File: src/rtl/dtc_regs.svh
// register addresses, field positions, reset values and timing counts
`ifndef DTC_REGS_SVH
`define DTC_REGS_SVH

// ----------------------------------------------------------------------
// special function register addresses
// ----------------------------------------------------------------------
`define DTC_ADDR_CTRL   8'h88
`define DTC_ADDR_MODE   8'h89
`define DTC_ADDR_LOW0   8'h8A
`define DTC_ADDR_LOW1   8'h8B
`define DTC_ADDR_HIGH0  8'h8C
`define DTC_ADDR_HIGH1  8'h8D

// ----------------------------------------------------------------------
// timer_control bit positions
// ----------------------------------------------------------------------
`define DTC_CTL_TYPE0   0
`define DTC_CTL_EXT0    1
`define DTC_CTL_TYPE1   2
`define DTC_CTL_EXT1    3
`define DTC_CTL_RUN0    4
`define DTC_CTL_OVF0    5
`define DTC_CTL_RUN1    6
`define DTC_CTL_OVF1    7

// ----------------------------------------------------------------------
// timer_mode field positions (counter 0 low nibble, counter 1 high)
// ----------------------------------------------------------------------
`define DTC_MOD_MODE0   1:0
`define DTC_MOD_SEL0    2
`define DTC_MOD_GATE0   3
`define DTC_MOD_MODE1   5:4
`define DTC_MOD_SEL1    6
`define DTC_MOD_GATE1   7

// ----------------------------------------------------------------------
// reset values and timing
// ----------------------------------------------------------------------
`define DTC_RST_BYTE    8'h00
`define DTC_PRESC_BITS  5
`define DTC_MC_NS       48
`define DTC_CLK_NS      4
`define DTC_TICK_DIV    (`DTC_MC_NS / `DTC_CLK_NS)

`endif

File: src/rtl/dtc_pkg.sv
// types shared by the dual timer/counter unit
package dtc_pkg;

   typedef enum logic [1:0]
   {
      DTC_MODE_13    = 2'b00,
      DTC_MODE_16    = 2'b01,
      DTC_MODE_RLD   = 2'b10,
      DTC_MODE_SPLIT = 2'b11
   } dtc_mode_t;

   typedef struct packed
   {
      logic [7:0] low0;
      logic [7:0] high0;
      logic [7:0] low1;
      logic [7:0] high1;
      logic [7:0] ctrl;
      logic [7:0] mode;
      logic [7:0] rdata;
      logic       baud;
      logic [1:0] req_prev;
   } dtc_state_t;

   typedef struct packed
   {
      logic pin_prev;
   } dtc_sel_state_t;

endpackage

File: src/rtl/dtc_inc_if.sv
// increment-request bundle between the unit and its source selectors
`timescale 1ns/1ps
`default_nettype none

interface dtc_inc_if;
   logic tick;
   logic run;
   logic gate;
   logic sel_cnt;
   logic req_pin;
   logic cnt_pin;
   logic inc;

   modport ctl (output tick, run, gate, sel_cnt, req_pin, cnt_pin, input inc);
   modport sel (input tick, run, gate, sel_cnt, req_pin, cnt_pin, output inc);
endinterface

`default_nettype wire

File: src/rtl/dtc_src_sel.sv
// run gating and count-source selection for one counting element
`timescale 1ns/1ps
`default_nettype none

module dtc_src_sel
   import dtc_pkg::*;
(
   input  wire logic clock_i,
   input  wire logic nrst_i,
   dtc_inc_if.sel    port
);

   dtc_sel_state_t st_r;
   dtc_sel_state_t st_nxt;
   logic           fall;
   logic           enable;

   always_comb
   begin
      st_nxt          = st_r;
      st_nxt.pin_prev = port.cnt_pin;
      fall            = st_r.pin_prev & ~port.cnt_pin;
      // pin gating only narrows the run bit, never widens it
      enable          = port.run & (~port.gate | port.req_pin);
      port.inc        = enable & (port.sel_cnt ? fall : port.tick);
   end

   always_ff @(posedge clock_i or negedge nrst_i)
   begin
      if (!nrst_i)
         st_r <= '0;
      else
         st_r <= st_nxt;
   end

endmodule // dtc_src_sel

`default_nettype wire

File: src/rtl/dtc_tick_div.sv
// machine-cycle tick divider
`timescale 1ns/1ps
`default_nettype none
`include "dtc_regs.svh"

module dtc_tick_div
   import dtc_pkg::*;
#(
   parameter int DIV = `DTC_TICK_DIV
)
(
   input  wire logic clock_i,
   input  wire logic nrst_i,
   output var  logic tick_o
);

   localparam int CW = (DIV > 1) ? $clog2(DIV) : 1;

   typedef struct packed
   {
      logic [CW-1:0] cnt;
      logic          tick;
   } dtc_div_state_t;

   dtc_div_state_t st_r;
   dtc_div_state_t st_nxt;

   always_comb
   begin
      st_nxt      = st_r;
      st_nxt.tick = 1'b0;
      if (st_r.cnt == CW'(DIV - 1))
      begin
         st_nxt.cnt  = '0;
         st_nxt.tick = 1'b1;
      end
      else
      begin
         st_nxt.cnt = st_r.cnt + CW'(1);
      end
   end

   always_ff @(posedge clock_i or negedge nrst_i)
   begin
      if (!nrst_i)
         st_r <= '0;
      else
         st_r <= st_nxt;
   end

   assign tick_o = st_r.tick;

endmodule // dtc_tick_div

`default_nettype wire

File: src/rtl/dtc_unit.sv
// dual timer/counter unit: counters, flags and register access
//
// Contract
// - gated counter runs only while request pin high
// - ungated counter runs whenever run bit set
// - source bit picks machine tick or pin
// - mode field selects 13,16,reload,split/stop
// - mode 0: 8 bits behind divide-by-32 prescaler
// - mode 0: high byte bits 12-5, low 4-0
// - mode 0: low byte bits 7-5 undefined
// - mode 1: bytes form one 16-bit counter
// - mode 2: low byte reloads from high byte
// - counter 1 in mode 3 stops counting
// - run bit starts and holds its counter; counter 1 ignores run1 during split
// - split: high0 runs on run1, sets flag1
// - split: low0 uses counter 0 controls
// - each counter 1 overflow pulses serial port
`timescale 1ns/1ps
`default_nettype none
`include "dtc_regs.svh"

module dtc_unit
   import dtc_pkg::*;
#(
   parameter int TICK_DIV = `DTC_TICK_DIV
)
(
   input  wire logic       clock_i,
   input  wire logic       nrst_i,
   input  wire logic [7:0] sfr_addr_i,
   input  wire logic       sfr_wr_i,
   input  wire logic [7:0] sfr_wdata_i,
   input  wire logic       sfr_rd_i,
   output var  logic [7:0] sfr_rdata_o,
   input  wire logic [1:0] external_request_pin_i,
   input  wire logic [1:0] count_pin_i,
   input  wire logic [1:0] ovf_ack_i,
   input  wire logic [1:0] ext_ack_i,
   output var  logic [1:0] ovf_flag_o,
   output var  logic [1:0] ext_flag_o,
   output var  logic       baud_pulse_o
);

   // ----------------------------------------------------------------------
   // state and helpers
   // ----------------------------------------------------------------------
   dtc_state_t st_r;
   dtc_state_t st_nxt;
   logic       tick;
   dtc_mode_t  mode0;
   dtc_mode_t  mode1;
   logic       split0;
   logic       ovf_low0;
   logic       ovf_high0;
   logic       ovf_c1;
   logic [16:0] step0;
   logic [16:0] step1;

   dtc_inc_if inc_low0 ();
   dtc_inc_if inc_high0 ();
   dtc_inc_if inc_c1 ();

   // one increment of a counter pair; returns {overflow, high, low}
   function automatic logic [16:0] count_step(input dtc_mode_t m,
                                              input logic [7:0] hi,
                                              input logic [7:0] lo);
      logic [13:0] c13;
      logic [16:0] c16;
      logic [8:0]  c8;
      logic [16:0] res;
      c13 = 14'({hi, lo[4:0]}) + 14'd1;
      c16 = 17'({hi, lo}) + 17'd1;
      c8  = 9'(lo) + 9'd1;
      res = {1'b0, hi, lo};
      case (m)
         DTC_MODE_13:
         begin
            // upper low-byte bits are left alone and read as junk
            res = {c13[13], c13[12:5], lo[7:5], c13[4:0]};
         end
         DTC_MODE_16:
         begin
            res = c16;
         end
         DTC_MODE_RLD:
         begin
            res = {c8[8], hi, (c8[8] ? hi : c8[7:0])};
         end
         default:
         begin
            // split low byte of counter 0: plain 8-bit counter
            res = {c8[8], hi, c8[7:0]};
         end
      endcase
      return res;
   endfunction

   // ----------------------------------------------------------------------
   // machine tick and source selectors
   // ----------------------------------------------------------------------
   dtc_tick_div #(
      .DIV (TICK_DIV)
   ) u_div (
      .clock_i (clock_i),
      .nrst_i  (nrst_i),
      .tick_o  (tick)
   );

   assign mode0  = dtc_mode_t'(st_r.mode[`DTC_MOD_MODE0]);
   assign mode1  = dtc_mode_t'(st_r.mode[`DTC_MOD_MODE1]);
   assign split0 = (mode0 == DTC_MODE_SPLIT);

   // counter 0 low byte always keeps counter 0's own controls
   assign inc_low0.tick    = tick;
   assign inc_low0.run     = st_r.ctrl[`DTC_CTL_RUN0];
   assign inc_low0.gate    = st_r.mode[`DTC_MOD_GATE0];
   assign inc_low0.sel_cnt = st_r.mode[`DTC_MOD_SEL0];
   assign inc_low0.req_pin = external_request_pin_i[0];
   assign inc_low0.cnt_pin = count_pin_i[0];

   // split high byte: timer only, run by counter 1's run bit
   assign inc_high0.tick    = tick;
   assign inc_high0.run     = split0 & st_r.ctrl[`DTC_CTL_RUN1];
   assign inc_high0.gate    = 1'b0;
   assign inc_high0.sel_cnt = 1'b0;
   assign inc_high0.req_pin = 1'b0;
   assign inc_high0.cnt_pin = 1'b0;

   // run1 is lent out during split, so counter 1 then runs unless in mode 3
   assign inc_c1.tick    = tick;
   assign inc_c1.run     = (mode1 != DTC_MODE_SPLIT)
                           & (split0 | st_r.ctrl[`DTC_CTL_RUN1]);
   assign inc_c1.gate    = st_r.mode[`DTC_MOD_GATE1];
   assign inc_c1.sel_cnt = st_r.mode[`DTC_MOD_SEL1];
   assign inc_c1.req_pin = external_request_pin_i[1];
   assign inc_c1.cnt_pin = count_pin_i[1];

   dtc_src_sel u_sel_low0 (
      .clock_i (clock_i),
      .nrst_i  (nrst_i),
      .port    (inc_low0.sel)
   );

   dtc_src_sel u_sel_high0 (
      .clock_i (clock_i),
      .nrst_i  (nrst_i),
      .port    (inc_high0.sel)
   );

   dtc_src_sel u_sel_c1 (
      .clock_i (clock_i),
      .nrst_i  (nrst_i),
      .port    (inc_c1.sel)
   );

   // ----------------------------------------------------------------------
   // next state
   // ----------------------------------------------------------------------
   always_comb
   begin
      st_nxt    = st_r;
      ovf_low0  = 1'b0;
      ovf_high0 = 1'b0;
      ovf_c1    = 1'b0;
      step0     = count_step(mode0, st_r.high0, st_r.low0);
      step1     = count_step(mode1, st_r.high1, st_r.low1);

      // counting; split mode keeps the high byte out of counter 0's step
      if (inc_low0.inc)
      begin
         ovf_low0     = step0[16];
         st_nxt.low0  = step0[7:0];
         if (!split0)
            st_nxt.high0 = step0[15:8];
      end
      if (inc_high0.inc)
      begin
         ovf_high0    = &st_r.high0;
         st_nxt.high0 = st_r.high0 + 8'd1;
      end
      if (inc_c1.inc)
      begin
         ovf_c1       = step1[16];
         st_nxt.high1 = step1[15:8];
         st_nxt.low1  = step1[7:0];
      end

      // software writes to count bytes win over a same-cycle increment;
      // the prescaler is not cleared for the caller
      if (sfr_wr_i)
      begin
         case (sfr_addr_i)
            `DTC_ADDR_LOW0:  st_nxt.low0  = sfr_wdata_i;
            `DTC_ADDR_HIGH0: st_nxt.high0 = sfr_wdata_i;
            `DTC_ADDR_LOW1:  st_nxt.low1  = sfr_wdata_i;
            `DTC_ADDR_HIGH1: st_nxt.high1 = sfr_wdata_i;
            `DTC_ADDR_MODE:  st_nxt.mode  = sfr_wdata_i;
            `DTC_ADDR_CTRL:  st_nxt.ctrl  = sfr_wdata_i;
            default:         st_nxt.mode  = st_r.mode;
         endcase
      end

      // flags: acknowledge clears, then write, then hardware set wins
      if (ovf_ack_i[0] && !(sfr_wr_i && sfr_addr_i == `DTC_ADDR_CTRL))
         st_nxt.ctrl[`DTC_CTL_OVF0] = 1'b0;
      if (ovf_ack_i[1] && !(sfr_wr_i && sfr_addr_i == `DTC_ADDR_CTRL))
         st_nxt.ctrl[`DTC_CTL_OVF1] = 1'b0;
      if (ovf_low0)
         st_nxt.ctrl[`DTC_CTL_OVF0] = 1'b1;
      // during split counter 1 gives up its flag to the high byte
      if (ovf_high0 || (ovf_c1 && !split0))
         st_nxt.ctrl[`DTC_CTL_OVF1] = 1'b1;

      // external request flags
      st_nxt.req_prev = external_request_pin_i;
      for (int i = 0; i < 2; i++)
      begin
         if (st_r.ctrl[`DTC_CTL_TYPE0 + 2 * i])
         begin
            if (ext_ack_i[i] && !(sfr_wr_i && sfr_addr_i == `DTC_ADDR_CTRL))
               st_nxt.ctrl[`DTC_CTL_EXT0 + 2 * i] = 1'b0;
            if (st_r.req_prev[i] && !external_request_pin_i[i])
               st_nxt.ctrl[`DTC_CTL_EXT0 + 2 * i] = 1'b1;
         end
         else
         begin
            // level type tracks the pin; acknowledge has no effect
            st_nxt.ctrl[`DTC_CTL_EXT0 + 2 * i] = ~external_request_pin_i[i];
         end
      end

      st_nxt.baud = ovf_c1;

      // registered read data, one cycle after the strobe
      st_nxt.rdata = `DTC_RST_BYTE;
      if (sfr_rd_i)
      begin
         case (sfr_addr_i)
            `DTC_ADDR_CTRL:  st_nxt.rdata = st_r.ctrl;
            `DTC_ADDR_MODE:  st_nxt.rdata = st_r.mode;
            `DTC_ADDR_LOW0:  st_nxt.rdata = st_r.low0;
            `DTC_ADDR_HIGH0: st_nxt.rdata = st_r.high0;
            `DTC_ADDR_LOW1:  st_nxt.rdata = st_r.low1;
            `DTC_ADDR_HIGH1: st_nxt.rdata = st_r.high1;
            default:         st_nxt.rdata = `DTC_RST_BYTE;
         endcase
      end
   end

   // ----------------------------------------------------------------------
   // state register
   // ----------------------------------------------------------------------
   always_ff @(posedge clock_i or negedge nrst_i)
   begin
      if (!nrst_i)
      begin
         st_r          <= '0;
         st_r.req_prev <= 2'h3;
      end
      else
      begin
         st_r <= st_nxt;
      end
   end

   // ----------------------------------------------------------------------
   // outputs
   // ----------------------------------------------------------------------
   assign sfr_rdata_o   = st_r.rdata;
   assign ovf_flag_o    = {st_r.ctrl[`DTC_CTL_OVF1], st_r.ctrl[`DTC_CTL_OVF0]};
   assign ext_flag_o    = {st_r.ctrl[`DTC_CTL_EXT1], st_r.ctrl[`DTC_CTL_EXT0]};
   assign baud_pulse_o  = st_r.baud;

endmodule // dtc_unit

`default_nettype wire

File: config.mk
export PLATFORM = sky130hd
export DESIGN_NAME = dtc_unit
export DESIGN_NICKNAME = d
export VERILOG_FILES = /design/src/rtl/dtc_pkg.sv /design/src/rtl/dtc_inc_if.sv /design/src/rtl/dtc_src_sel.sv /design/src/rtl/dtc_tick_div.sv /design/src/rtl/dtc_unit.sv
export VERILOG_INCLUDE_DIRS = /design/src /design/src/rtl
export SDC_FILE = /design/constraint.sdc
export NUM_CORES = 1
export LEC_CHECK = 0
export BUFFER_PORTS_ARGS = -buffer_cell sky130_fd_sc_hd__buf_2
export CORE_MARGIN = 2
export CORE_UTILIZATION = 65
export DETAILED_ROUTE_END_ITERATION = 10
export PLACE_DENSITY = 0.86
export SETUP_SLACK_MARGIN = 0.15
export SLEW_MARGIN = 10
export SYNTH_ARGS = -nofsm -noshare
export SYNTH_HDL_FRONTEND = slang
export SYNTH_SLANG_ARGS = --single-unit
export TNS_END_PERCENT = 20
File: constraint.sdc
create_clock -name clock_i -period 4.56 [get_ports clock_i]
set_clock_uncertainty 0.15 [all_clocks]
set_input_delay 0.684 -clock clock_i [delete_from_list [all_inputs] [get_ports clock_i]]
set_output_delay 0.684 -clock clock_i [all_outputs]
set_load 0.02 [all_outputs]
Word level (Yosys, flattened, before mapping)
Index checks and enable logic that the tools add are counted.
- flip-flop bits (word level): 66
- output and inout bits: 13
- $add $sub $neg: 8
- eq/ne operators: 17
- muxes and demuxes: 34
- bitwise operators: 18
- reduce and logical (&&, ||, !) cells: 26
- operator list (cell ; number):
    17-bit one-hot mux with 3 select lines ; 2
    8-bit 2-to-1 mux ; 11
    8-bit == test, second input constant ; 6
    48-bit 2-to-1 mux ; 1
    8-bit one-hot mux with 6 select lines ; 1
    16-bit by 1-bit adder with 17-bit output, second input constant ; 2
    16-bit 2-to-1 mux ; 2
    13-bit by 1-bit adder with 14-bit output, second input constant ; 2
    8-bit by 1-bit adder with 9-bit output, second input constant ; 2
    1-bit 2-to-1 mux ; 16
    2-bit AND reduction ; 6
    3-bit nonzero test ; 4
    1-bit AND ; 9
    8-bit by 1-bit adder with 8-bit output, second input constant ; 1
    1-bit logical AND ; 8
    4-bit by 1-bit inequality test with 1-bit output, second input constant ; 2
    4-bit by 2-bit inequality test with 1-bit output, second input constant ; 2
    8-bit AND reduction ; 1
    2-bit == test, second input constant ; 3
    1-bit inverter ; 6
    4-bit by 1-bit adder with 4-bit output, second input constant ; 1
    2-bit by 1-bit == test with 1-bit output, second input constant ; 2
    4-bit == test, second input constant ; 1
    1-bit logical NOT ; 4
    other kinds (5) ; 8

Depth between registers and ports, before layout
Gate-level depths: netlist of the first run.
- depth after elaboration: 11
- mapped depth: 7
- gate-level depth less buffers: 6

Hierarchy
From an unflattened synthesis of the first run, not the netlist that was laid out.
- cell total of the unflattened synthesis: 487
- area, all modules: 4294.1 µm²
- by module, submodules not included (module ; instances ; cells an instance ; area each (µm²) ; sequential area each (µm²)):
    dtc_unit ; 1 ; 454 ; 3915.0 ; 1478.9
    dtc_tick_div ; 1 ; 15 ; 198.9 ; 125.1
    dtc_src_sel ; 3 ; 6 ; 60.1 ; 25.0

Least setup slack after synthesis of the first run
OpenSTA, ideal clock, no wires.
- path type: input -> register
- from: in count_pin_i[1]
- to: reg st_r[30] (netlist bit)
- library setup time: 101 ps
- arrival time: 2175 ps
- setup slack: 2135 ps
- stages on the path: 5
- cells stage by stage: nand2b_2 -> a2111oi_4 -> nand2_4 -> or3_4 -> o311ai_2
- RTL lines (element ; line ; text):
    start: declaration ; dtc_unit.sv:36 ; input wire logic [1:0] count_pin_i,
    end signal: assignment ; dtc_unit.sv:262 ; st_r <= st_nxt;
    end: declaration ; dtc_unit.sv:47 ; dtc_state_t st_r;

==> impl_metrics.csv, run 1 <==
group,metric,value,unit
hold_path,hp-class,"in2async",
floorplan,core_area,6790,um^2
worst_setup_path,r2r-end,"st_r[30]",
worst_setup_path,worst_setup_path_startpoint,"sfr_addr_i[5]",
clock_tree,ctsResizeCount,0,
worst_setup_path,cp_slowest_cell,"nor4bb_1",
detailed_routing,avgRoutedWirePerCell,20.3,um
pwr,leakage,2.00,nW
sta,relSlewSlack,40.6,%
global_routing,gr-usage-all-layers,35.0,%
detailed_routing,drt-initial-drc-count,582,
sta,drv_slew,0,
synth,ys.warnings.count,0,
sta,setup_viol,0,
worst_setup_path,rr_worst_depth,6,
worst_setup_path,critical_path_arrival,2630,ps
worst_setup_path,cp-start-kind,"primary input",
final_layout,layout.nets,552,
global_routing,grt.overflow.total,0,
clock_tree,cts_sinks,66,
clock_tree,root_buffer,"clkbuf_8",
floorplan,dieHeight,87.7,um
status,status,"finished clean",
final_layout,antennaDiodeCount,0,
synth,synth_area,4560,um^2
worst_setup_path,cp.required,4620,ps
synth,avgSynthCellArea,8.90,um^2
floorplan,row_count,30,
worst_setup_path,critical_path_class,"in2reg",
global_routing,grt_pass1_vias,3854,
placed_design,dp_hpwl,9140,um
synth,synth_cell_types,79,
final_layout,layout_commonest_cell,"dfrtp_1",
sta,layout_min_cycle_time,2570,ps
placed_design,place_congestion,0.988,
sta,tns,0,ps
worst_setup_path,end_kind,"flip-flop",
worst_setup_path,cp_max_fo,18,
synth,synth_ff_type,"dfrtp_1",
worst_setup_path,cp-endpoint,"st_r[50]",
clock_tree,ctsHoldBuffers,0,
worst_setup_path,r2r_start,"st_r[35]",
worst_setup_path,path_depth,6,
worst_setup_path,slowest_delay,760,ps
floorplan,num_io_pins,41,
worst_setup_path,path_cells,"buf_2, nor4bb_1, and3_1, nor2_1, a22oi_1, o21ai_0",
pwr,power.density,290,nW/um^2
synth,yosysSeqAreaShare,36.3,%
sta,fmax,390,MHz
detailed_routing,drc,0,
detailed_routing,ant_nets,0,
global_routing,antenna_found_initial,0,
worst_setup_path,ff2ff_setup_slack,2030,ps
synth,synth_seq_cells,66,
final_layout,layout_common_cells,"dfrtp_1 (64), nand2_1 (63), buf_2 (40)",
run,cap_viol_max_count,0,
synth,synth_nets,544,
detailed_routing,wirelength,12600,um
clock_tree,cts_tree,"done",
global_routing,grt_max_degree,40,
clock_tree,cts_max_level,3,
placed_design,portBuffers,40,
floorplan,start_util,67.1,%
final_layout,syn2layout_area_growth,6.34,%
detailed_routing,vias,4207,
clock_tree,cts-buffers-inserted,9,
clock_tree,cts_buffer_depth,2,
sta,hold_viol_final,0,
floorplan,die_width,87.7,um
clock_tree,clk_pin_slew,80,ps
clock_tree,insertion_delay,350,ps
sta,rsz0062_at_grt,"false",
floorplan,die_area,7690,um^2
synth,ys_async_sr_fraction,100,%
synth,synth_cells,512,
clock_tree,post-cts-setup-buffers,0,
detailed_routing,first_pass_iters,5,
worst_setup_path,timing.critical_path.buf_inv,1,
final_layout,drive_gt1_share,18.3,%
worst_setup_path,cp_top_family,"simple AND/OR/NAND/NOR gates",
detailed_routing,via_per_inst,6.77,
pwr,total_power,1.41,mW
sta,tightest_slew,879,ps
synth,synth_edf_count,0,
pwr,ir_drop,0.000216,V
global_routing,grt_pass1_wl,20300,um
sta,post-route-period-util,56.3,%
## worst reg2reg max path, cell delays in order, from the launching register on
cell and delay [ps]:
dfrtp_1 480, ha_1 250, nand4_1 360, nor3_1 530, a21oi_1 80, or3_4 370, o311ai_2 210
## per-stage QoR
| stage | util, % | cells | worst slack [ps] | instance area, um^2 | hold slack, ps |
|---|---|---|---|---|---|
| floorplan | - | 512 | 2130 | 4560 | 238 |
| global placement | 68.6 | 605 | 1790 | 4660 | 302 |
| detailed placement | 68.6 | 605 | 1630 | 4660 | 304 |
| CTS | 71.3 | 621 | 2030 | 4840 | 205 |
| global route | 71.3 | 621 | 1820 | 4840 | 249 |
| finish | 71.3 | 621 | 1990 | 4840 | 185 |
## worst min path at each step
stage / slack [ps] / end / depth (start not counted) / from
final: 180 / st_r[54] / 1 / nrst_i
after global routing: 250 / st_r[54] / 1 / nrst_i
after CTS: 200 / st_r[54] / 1 / nrst_i
after detailed placement: 300 / u_div.st_r[1] / 1 / u_div.st_r[1]
after global placement: 300 / u_div.st_r[1] / 1 / u_div.st_r[1]
after floorplan: 240 / baud_pulse_o / 0 / nrst_i
## Yosys cell counts (4+ instances only)
master    number  area (um^2)
dfrtp_1       64         1600
nand2_1       63          236
o21ai_0       36          180
nor2_1        25         93.8
mux2i_1       23          230
nand3_1       22          110
nor3_1        19         95.1
and3_1        18          113
clkbuf_1      18         67.6
a21oi_1       14         70.1
buf_4         12         90.1
mux2_2        12          135
buf_2         11         55.1
inv_1         10         37.5
nand4_1       10         62.6
and2_1         8         50.1
nand2b_1       8         50.1
o211ai_1       8         60.1
nor4_1         7         43.8
a211oi_1       6         45.0
a32oi_1        6         52.6
nor2b_1        6         37.5
o31ai_1        6         45.0
and4_1         5         43.8
o21a_1         5         37.5
a21o_1         4         30.0
ha_1           4         50.1
mux4_2         4         90.1
nor3b_1        4         30.0
or3_1          4         25.0
## state kept, by name, summed over array words and instances, names as in the netlist, 2 cells and up
name	cells
ovf_flag_o	2
u_div.st_r	4
mode0	2
sfr_rdata_o	8
ext_flag_o	2
st_r	37
mode1	2
## report_power, final
| part | total (mW) | switching (mW) | internal [mW] |
|---|---|---|---|
| Clock | 0.468 | 0.262 | 0.206 |
| Combinational | 0.223 | 0.124 | 0.0992 |
| Sequential | 0.714 | 0.0867 | 0.628 |
## logic make-up after synthesis
group           after synthesis  synth area share, %
buf+inv                      55                 5.88
xor+xnor                      3                0.577
mux                          40                 10.6
fa+ha+maj                     4                 1.10
simple gates                214                 24.8
compound gates              130                 20.7
flops                        66                 36.3
## layout make-up
type / instances / area (um^2)
clock buffers: 9 / 124
clock inverters: 7 / 60.1
fillers: 527 / 1950
inverters: 10 / 37.5
multi-input cells: 391 / 2630
flip-flops and latches: 66 / 1650
well taps: 96 / 120
repair buffers: 42 / 215
## metal layers
metal	wire, um	global-route usage [%]	part of all wire [%]	up-vias
met5	0	0	0	-
met4	442	13.1	3.5	0
met3	1440	8.95	11	41
met2	5340	49.1	42	279
met1	5410	52.0	43	1954
li1	-	-	-	1933
Power figures use the tool's default switching activity.
==> run 2, diff against run 1 <==
CORE_UTILIZATION = 60   (was 65)
PLACE_DENSITY = 0.8   (was 0.86)
clock period = 2.55 ns   (was 4.56 ns; I/O delays follow)
==> run 2 against run 1 <==
Net effect:
- hold slack got worse by 11 ps
- routed wire length increased by 7.2%
- final cell count increased by 4.2%
- highest routed layer unchanged
==> impl_metrics.csv, run 2 (same netlist as run 1, synthesis figures left out) <==
group,metric,value,unit
pwr,leakage,2.14,nW
final_layout,drive_gt1_share,21.5,%
detailed_routing,wirelength,13500,um
final_layout,fin_util,70.0,%
worst_setup_path,end_kind,"flip-flop",
sta,post-route-period-util,93.2,%
detailed_routing,drt-initial-drc-count,456,
detailed_routing,ant_nets,0,
floorplan,die_width,91.1,um
final_layout,fillers,593,
worst_setup_path,cp.required,2620,ps
sta,hold_viol_final,0,
run,cap_viol_max_count,0,
placed_design,placed_cells,626,
global_routing,met2_usage,49.9,%
global_routing,grt_pass1_vias,4006,
final_layout,syn2layout_area_growth,12.1,%
clock_tree,cts_buffer_depth,2,
detailed_routing,via_per_inst,6.79,
clock_tree,cts_max_level,3,
global_routing,antenna_found_initial,0,
sta,setup_viol,0,
sta,rsz0062_at_grt,"true",
final_layout,layout_common_cells,"dfrtp_1 (64), nand2_1 (63), buf_2 (40)",
worst_setup_path,critical_path_class,"in2reg",
placed_design,portBuffers,40,
pwr,ir_drop,0.000479,V
worst_setup_path,cp_max_fo,8,
floorplan,die_area,8310,um^2
sta,drv_slew,0,
floorplan,start_util,62.5,%
final_layout,largest-register,"st_r",
global_routing,grt_pass1_wl,21800,um
placed_design,dp_hpwl,9660,um
final_layout,layout.nets,575,
clock_tree,insertion_delay,350,ps
clock_tree,cts_sinks,66,
sta,tightest_slew,584,ps
status,status,"finished clean",
clock_tree,root_buffer,"clkbuf_8",
detailed_routing,drc,0,
final_layout,layout_commonest_cell,"dfrtp_1",
worst_setup_path,cp-start-kind,"primary input",
floorplan,core_area,7290,um^2
placed_design,place_congestion,0.957,
global_routing,met3_usage,8.55,%
sta,fmax,421,MHz
floorplan,num_io_pins,41,
global_routing,busiest_layer,"met2",
floorplan,dieHeight,91.1,um
sta,tns,0,ps
pwr,power.density,515,nW/um^2
hold_path,hp-class,"in2reg",
final_layout,antennaDiodeCount,0,
floorplan,row_count,31,
detailed_routing,first_pass_iters,5,
clock_tree,cts_tree,"done",
sta,relSlewSlack,61.1,%
final_layout,fin_cells,647,
sta,layout_min_cycle_time,2380,ps
global_routing,met1_usage,47.9,%
sta,hold_ws,174,ps
global_routing,grt_max_degree,26,
detailed_routing,avgRoutedWirePerCell,20.9,um
clock_tree,clk_pin_slew,80,ps
detailed_routing,vias,4391,
global_routing,grt.overflow.total,0,
clock_tree,cts-buffers-inserted,9,
global_routing,gr-usage-all-layers,33.9,%
worst_setup_path,critical_path_arrival,2450,ps
final_layout,largest_register_ff_count,37,
run 2: cell count changes in the layout (fill, tap and decap cells not counted), moves of 2 or more:
cell,previous run,this run
buf_4,2,19
nor4_1,7,4
clkinv_4,0,2
nor4_2,0,3
clkinvlp_4,3,1
dlygate4sd3_1,0,5
run 2: critical path, stage by stage:
cell           delay [ps]
dlygate4sd3_1         540
buf_2                 130
nand2b_2              190
a2111oi_4             410
buf_4                 240
o2111ai_1             190
o211ai_1              250
o211ai_1              130
run 2: final timing paths:
path	startpoint	to	slack (ps)	depth (start not counted)
setup / recovery	count_pin_i[1]	st_r[32]	170	8
hold / removal	sfr_rd_i	sfr_rdata_o[0]	170	2
setup reg to reg	st_r[36]	st_r[38]	260	8
hold reg to reg	u_div.st_r[1]	u_div.st_r[1]	320	1
max in group asynchronous	nrst_i	st_r[27]	1180	3
min in group asynchronous	nrst_i	ext_flag_o[0]	410	2
run 2: area by class of cell:
cell class	count	area, um^2	area share, %
multi-input combinational	391	2680	52.4
sequential	66	1650	32.4
timing repair buffer	65	413	8.09
clock buffer	9	124	2.43
tap	99	124	2.43
clock inverter	7	77.6	1.52
inverter	10	37.5	0.735
run 2: through the flow:
step / cell area (um^2) / total power [mW] / setup WS [ps]
finish: 5110 / 2.63 / 174
global route: 5110 / 2.73 / 104
CTS: 5060 / 2.62 / 163
detailed placement: 4810 / 1.70 / 241
global placement: 4810 / 1.69 / 269
floorplan: 4560 / 1.53 / 426
run 2: power breakdown:
group | internal, mW | leakage, nW | switching (mW)
Combinational | 0.197 | 1.21 | 0.250
Clock | 0.460 | 0.100 | 0.456
Sequential | 1.12 | 0.824 | 0.143
run 2: repair_timing:
action | 4_1_cts | 5_1_grt
resized for setup | 0 | 6
setup endpoints to repair | 0 | 14
buffers inserted | 0 | 0
endpoints found under the hold margin | 25 | 0
hold buffers | 5 | 0
run 2: routing by layer:
layer  vias to the layer above  share of wire (%)
met1                      2081                 42
met2                       302                 44
met3                        38                 10
met5                         -                  0
li1                       1970                  -
met4                         0                3.7
==> run 3, diff against run 2 <==
CORE_UTILIZATION = 55   (was 60)
PLACE_DENSITY = 0.78   (was 0.8)
clock period = 2 ns   (was 2.55 ns; I/O delays follow)
==> run 3 against run 2 <==
Net effect:
- clock power rose by 32%
- total power rose by 40%
- clock-buffer cell count did not move
- hold slack got worse by 150 ps
- sequential share of layout area fell by 4.4 points
- via count rose by 8.5%
- flip-flop and latch count did not move
- register-to-register slack got worse by 230 ps
- routed wire length rose by 9.4%
- design area rose by 16%
- critical path type is now reg2reg
- critical endpoint is now st_r[38]
- largest power group unchanged
==> impl_metrics.csv, run 3 (same netlist as run 1, synthesis figures left out) <==
group,metric,value,unit
status,status,"finished clean",
global_routing,gr-usage-all-layers,33.9,%
detailed_routing,drt-initial-drc-count,590,
worst_setup_path,path_depth,8,
global_routing,grt_pass1_vias,4496,
pwr,power.density,618,nW/um^2
pwr,leakage,2.61,nW
final_layout,largest-register,"st_r",
sta,fmax,507,MHz
final_layout,drive_gt1_share,37.4,%
final_layout,antennaDiodeCount,0,
sta,hold_ws,20.7,ps
sta,tightest_slew,459,ps
detailed_routing,first_pass_iters,7,
floorplan,die_area,9030,um^2
worst_setup_path,cp-start-kind,"flip-flop",
placed_design,pre_cts_slack,-155,ps
detailed_routing,vias,4764,
global_routing,grt_pass1_wl,23300,um
clock_tree,root_buffer,"clkbuf_8",
worst_setup_path,critical_path_class,"reg2reg",
final_layout,layout.nets,647,
worst_setup_path,rr_worst_depth,8,
worst_setup_path,end_kind,"flip-flop",
worst_setup_path,crit_top_cell,"buf_4",
sta,post-route-period-util,98.6,%
worst_setup_path,cp_top_family,"flip-flops",
detailed_routing,avgRoutedWirePerCell,20.4,um
placed_design,portBuffers,40,
detailed_routing,ant_nets,0,
run,cap_viol_max_count,0,
worst_setup_path,cp_max_fo,3,
floorplan,num_io_pins,41,
final_layout,syn2layout_area_growth,30.2,%
worst_setup_path,cp.required,2100,ps
final_layout,fin_util,72.9,%
sta,timing.final.ws_setup,28.0,ps
sta,relSlewSlack,69.3,%
global_routing,grt.overflow.total,0,
sta,layout_min_cycle_time,1970,ps
worst_setup_path,critical_path_arrival,2070,ps
worst_setup_path,slowest_delay,370,ps
floorplan,dieHeight,95.0,um
sta,setup_viol,0,
sta,hold_viol_final,0,
placed_design,placed_cells,693,
hold_path,hp-class,"in2reg",
sta,rsz0062_at_grt,"true",
clock_tree,cts_tree,"done",
detailed_routing,via_per_inst,6.57,
hold_path,hold_depth,2,
final_layout,fin_cells,725,
worst_setup_path,cp_slowest_cell,"dfrtp_1",
floorplan,row_count,33,
final_layout,layout_commonest_cell,"buf_4",
clock_tree,clk_pin_slew,90,ps
placed_design,place_congestion,0.978,
global_routing,grt_max_degree,67,
floorplan,core_area,8130,um^2
final_layout,layout_common_cells,"buf_4 (86), nand2_1 (62), dfrtp_1 (59)",
detailed_routing,wirelength,14800,um
clock_tree,cts-buffers-inserted,9,
floorplan,die_width,95.0,um
floorplan,start_util,56.0,%
detailed_routing,drc,0,
global_routing,antenna_found_initial,0,
worst_setup_path,path_cells,"ha_2, nand4_1, buf_4, nor4_4, buf_4, mux2i_1, a211oi_1, a21o_1",
final_layout,largest_register_ff_count,37,
worst_setup_path,timing.critical_path.buf_inv,2,
clock_tree,cts_max_level,3,
sta,drv_slew,0,
placed_design,dp_hpwl,10600,um
clock_tree,cts_buffer_depth,2,
pwr,ir_drop,0.000496,V
clock_tree,insertion_delay,360,ps
clock_tree,cts_sinks,66,
-- run 3: stage by stage --
step                TNS, ps  total power [mW]  instance area, um^2
finish                    0              3.67                 5930
global placement       -310              2.31                 5310
detailed placement    -2320              2.34                 5310
CTS                       0              3.55                 5700
floorplan              -123              1.98                 4590
global route           -554              3.82                 5930
-- run 3: what timing repair did --
item                                    4_1_cts  5_1_grt
hold buffers                                  6        0
hold endpoints to repair                     68        0
pin swaps                                     6       29
buffers inserted                              4        6
endpoints found under the setup margin       34       34
gates resized for setup                      15       58
cloned                                        0        0
-- run 3: per-layer routing --
layer / wire length [um] / share of wire, % / track usage (%)
met1: 5930 / 40 / 47.3
met2: 6670 / 45 / 51.4
met3: 1630 / 11 / 7.27
met4: 591 / 4.0 / 14.1
met5: 0 / 0 / 0
-- run 3: worst paths after layout --
check,start,to,slack (ps)
worst max-delay path,st_r[36],st_r[38],30
worst min-delay path,external_request_pin_i[0],ext_flag_o[0],20
worst max register to register,st_r[36],st_r[38],30
worst min register to register,u_div.st_r[1],u_div.st_r[1],340
max in group asynchronous,nrst_i,st_r[1],1040
min in group asynchronous,nrst_i,st_r[51],350
-- run 3: area by class of cell --
cell class | count | area [um^2]
Multi-Input combinational cell | 391 | 2920
Inverter | 10 | 37.5
Sequential cell | 66 | 1660
Clock buffer | 9 | 124
Clock inverter | 7 | 82.6
Tap cell | 105 | 131
Fill cell | 589 | 2200
Timing Repair Buffer | 137 | 980
-- run 3: where the power goes --
group	total [mW]	switching (mW)	internal, mW
logic	0.901	0.480	0.421
registers	1.55	0.121	1.43
clock network	1.21	0.615	0.598
-- run 3: worst register-to-register path, stage by stage, from the launching register on --
cell	delay, ps
dfrtp_1	370
ha_2	190
nand4_1	130
buf_4	180
nor4_4	210
buf_4	180
mux2i_1	200
a211oi_1	100
a21o_1	170
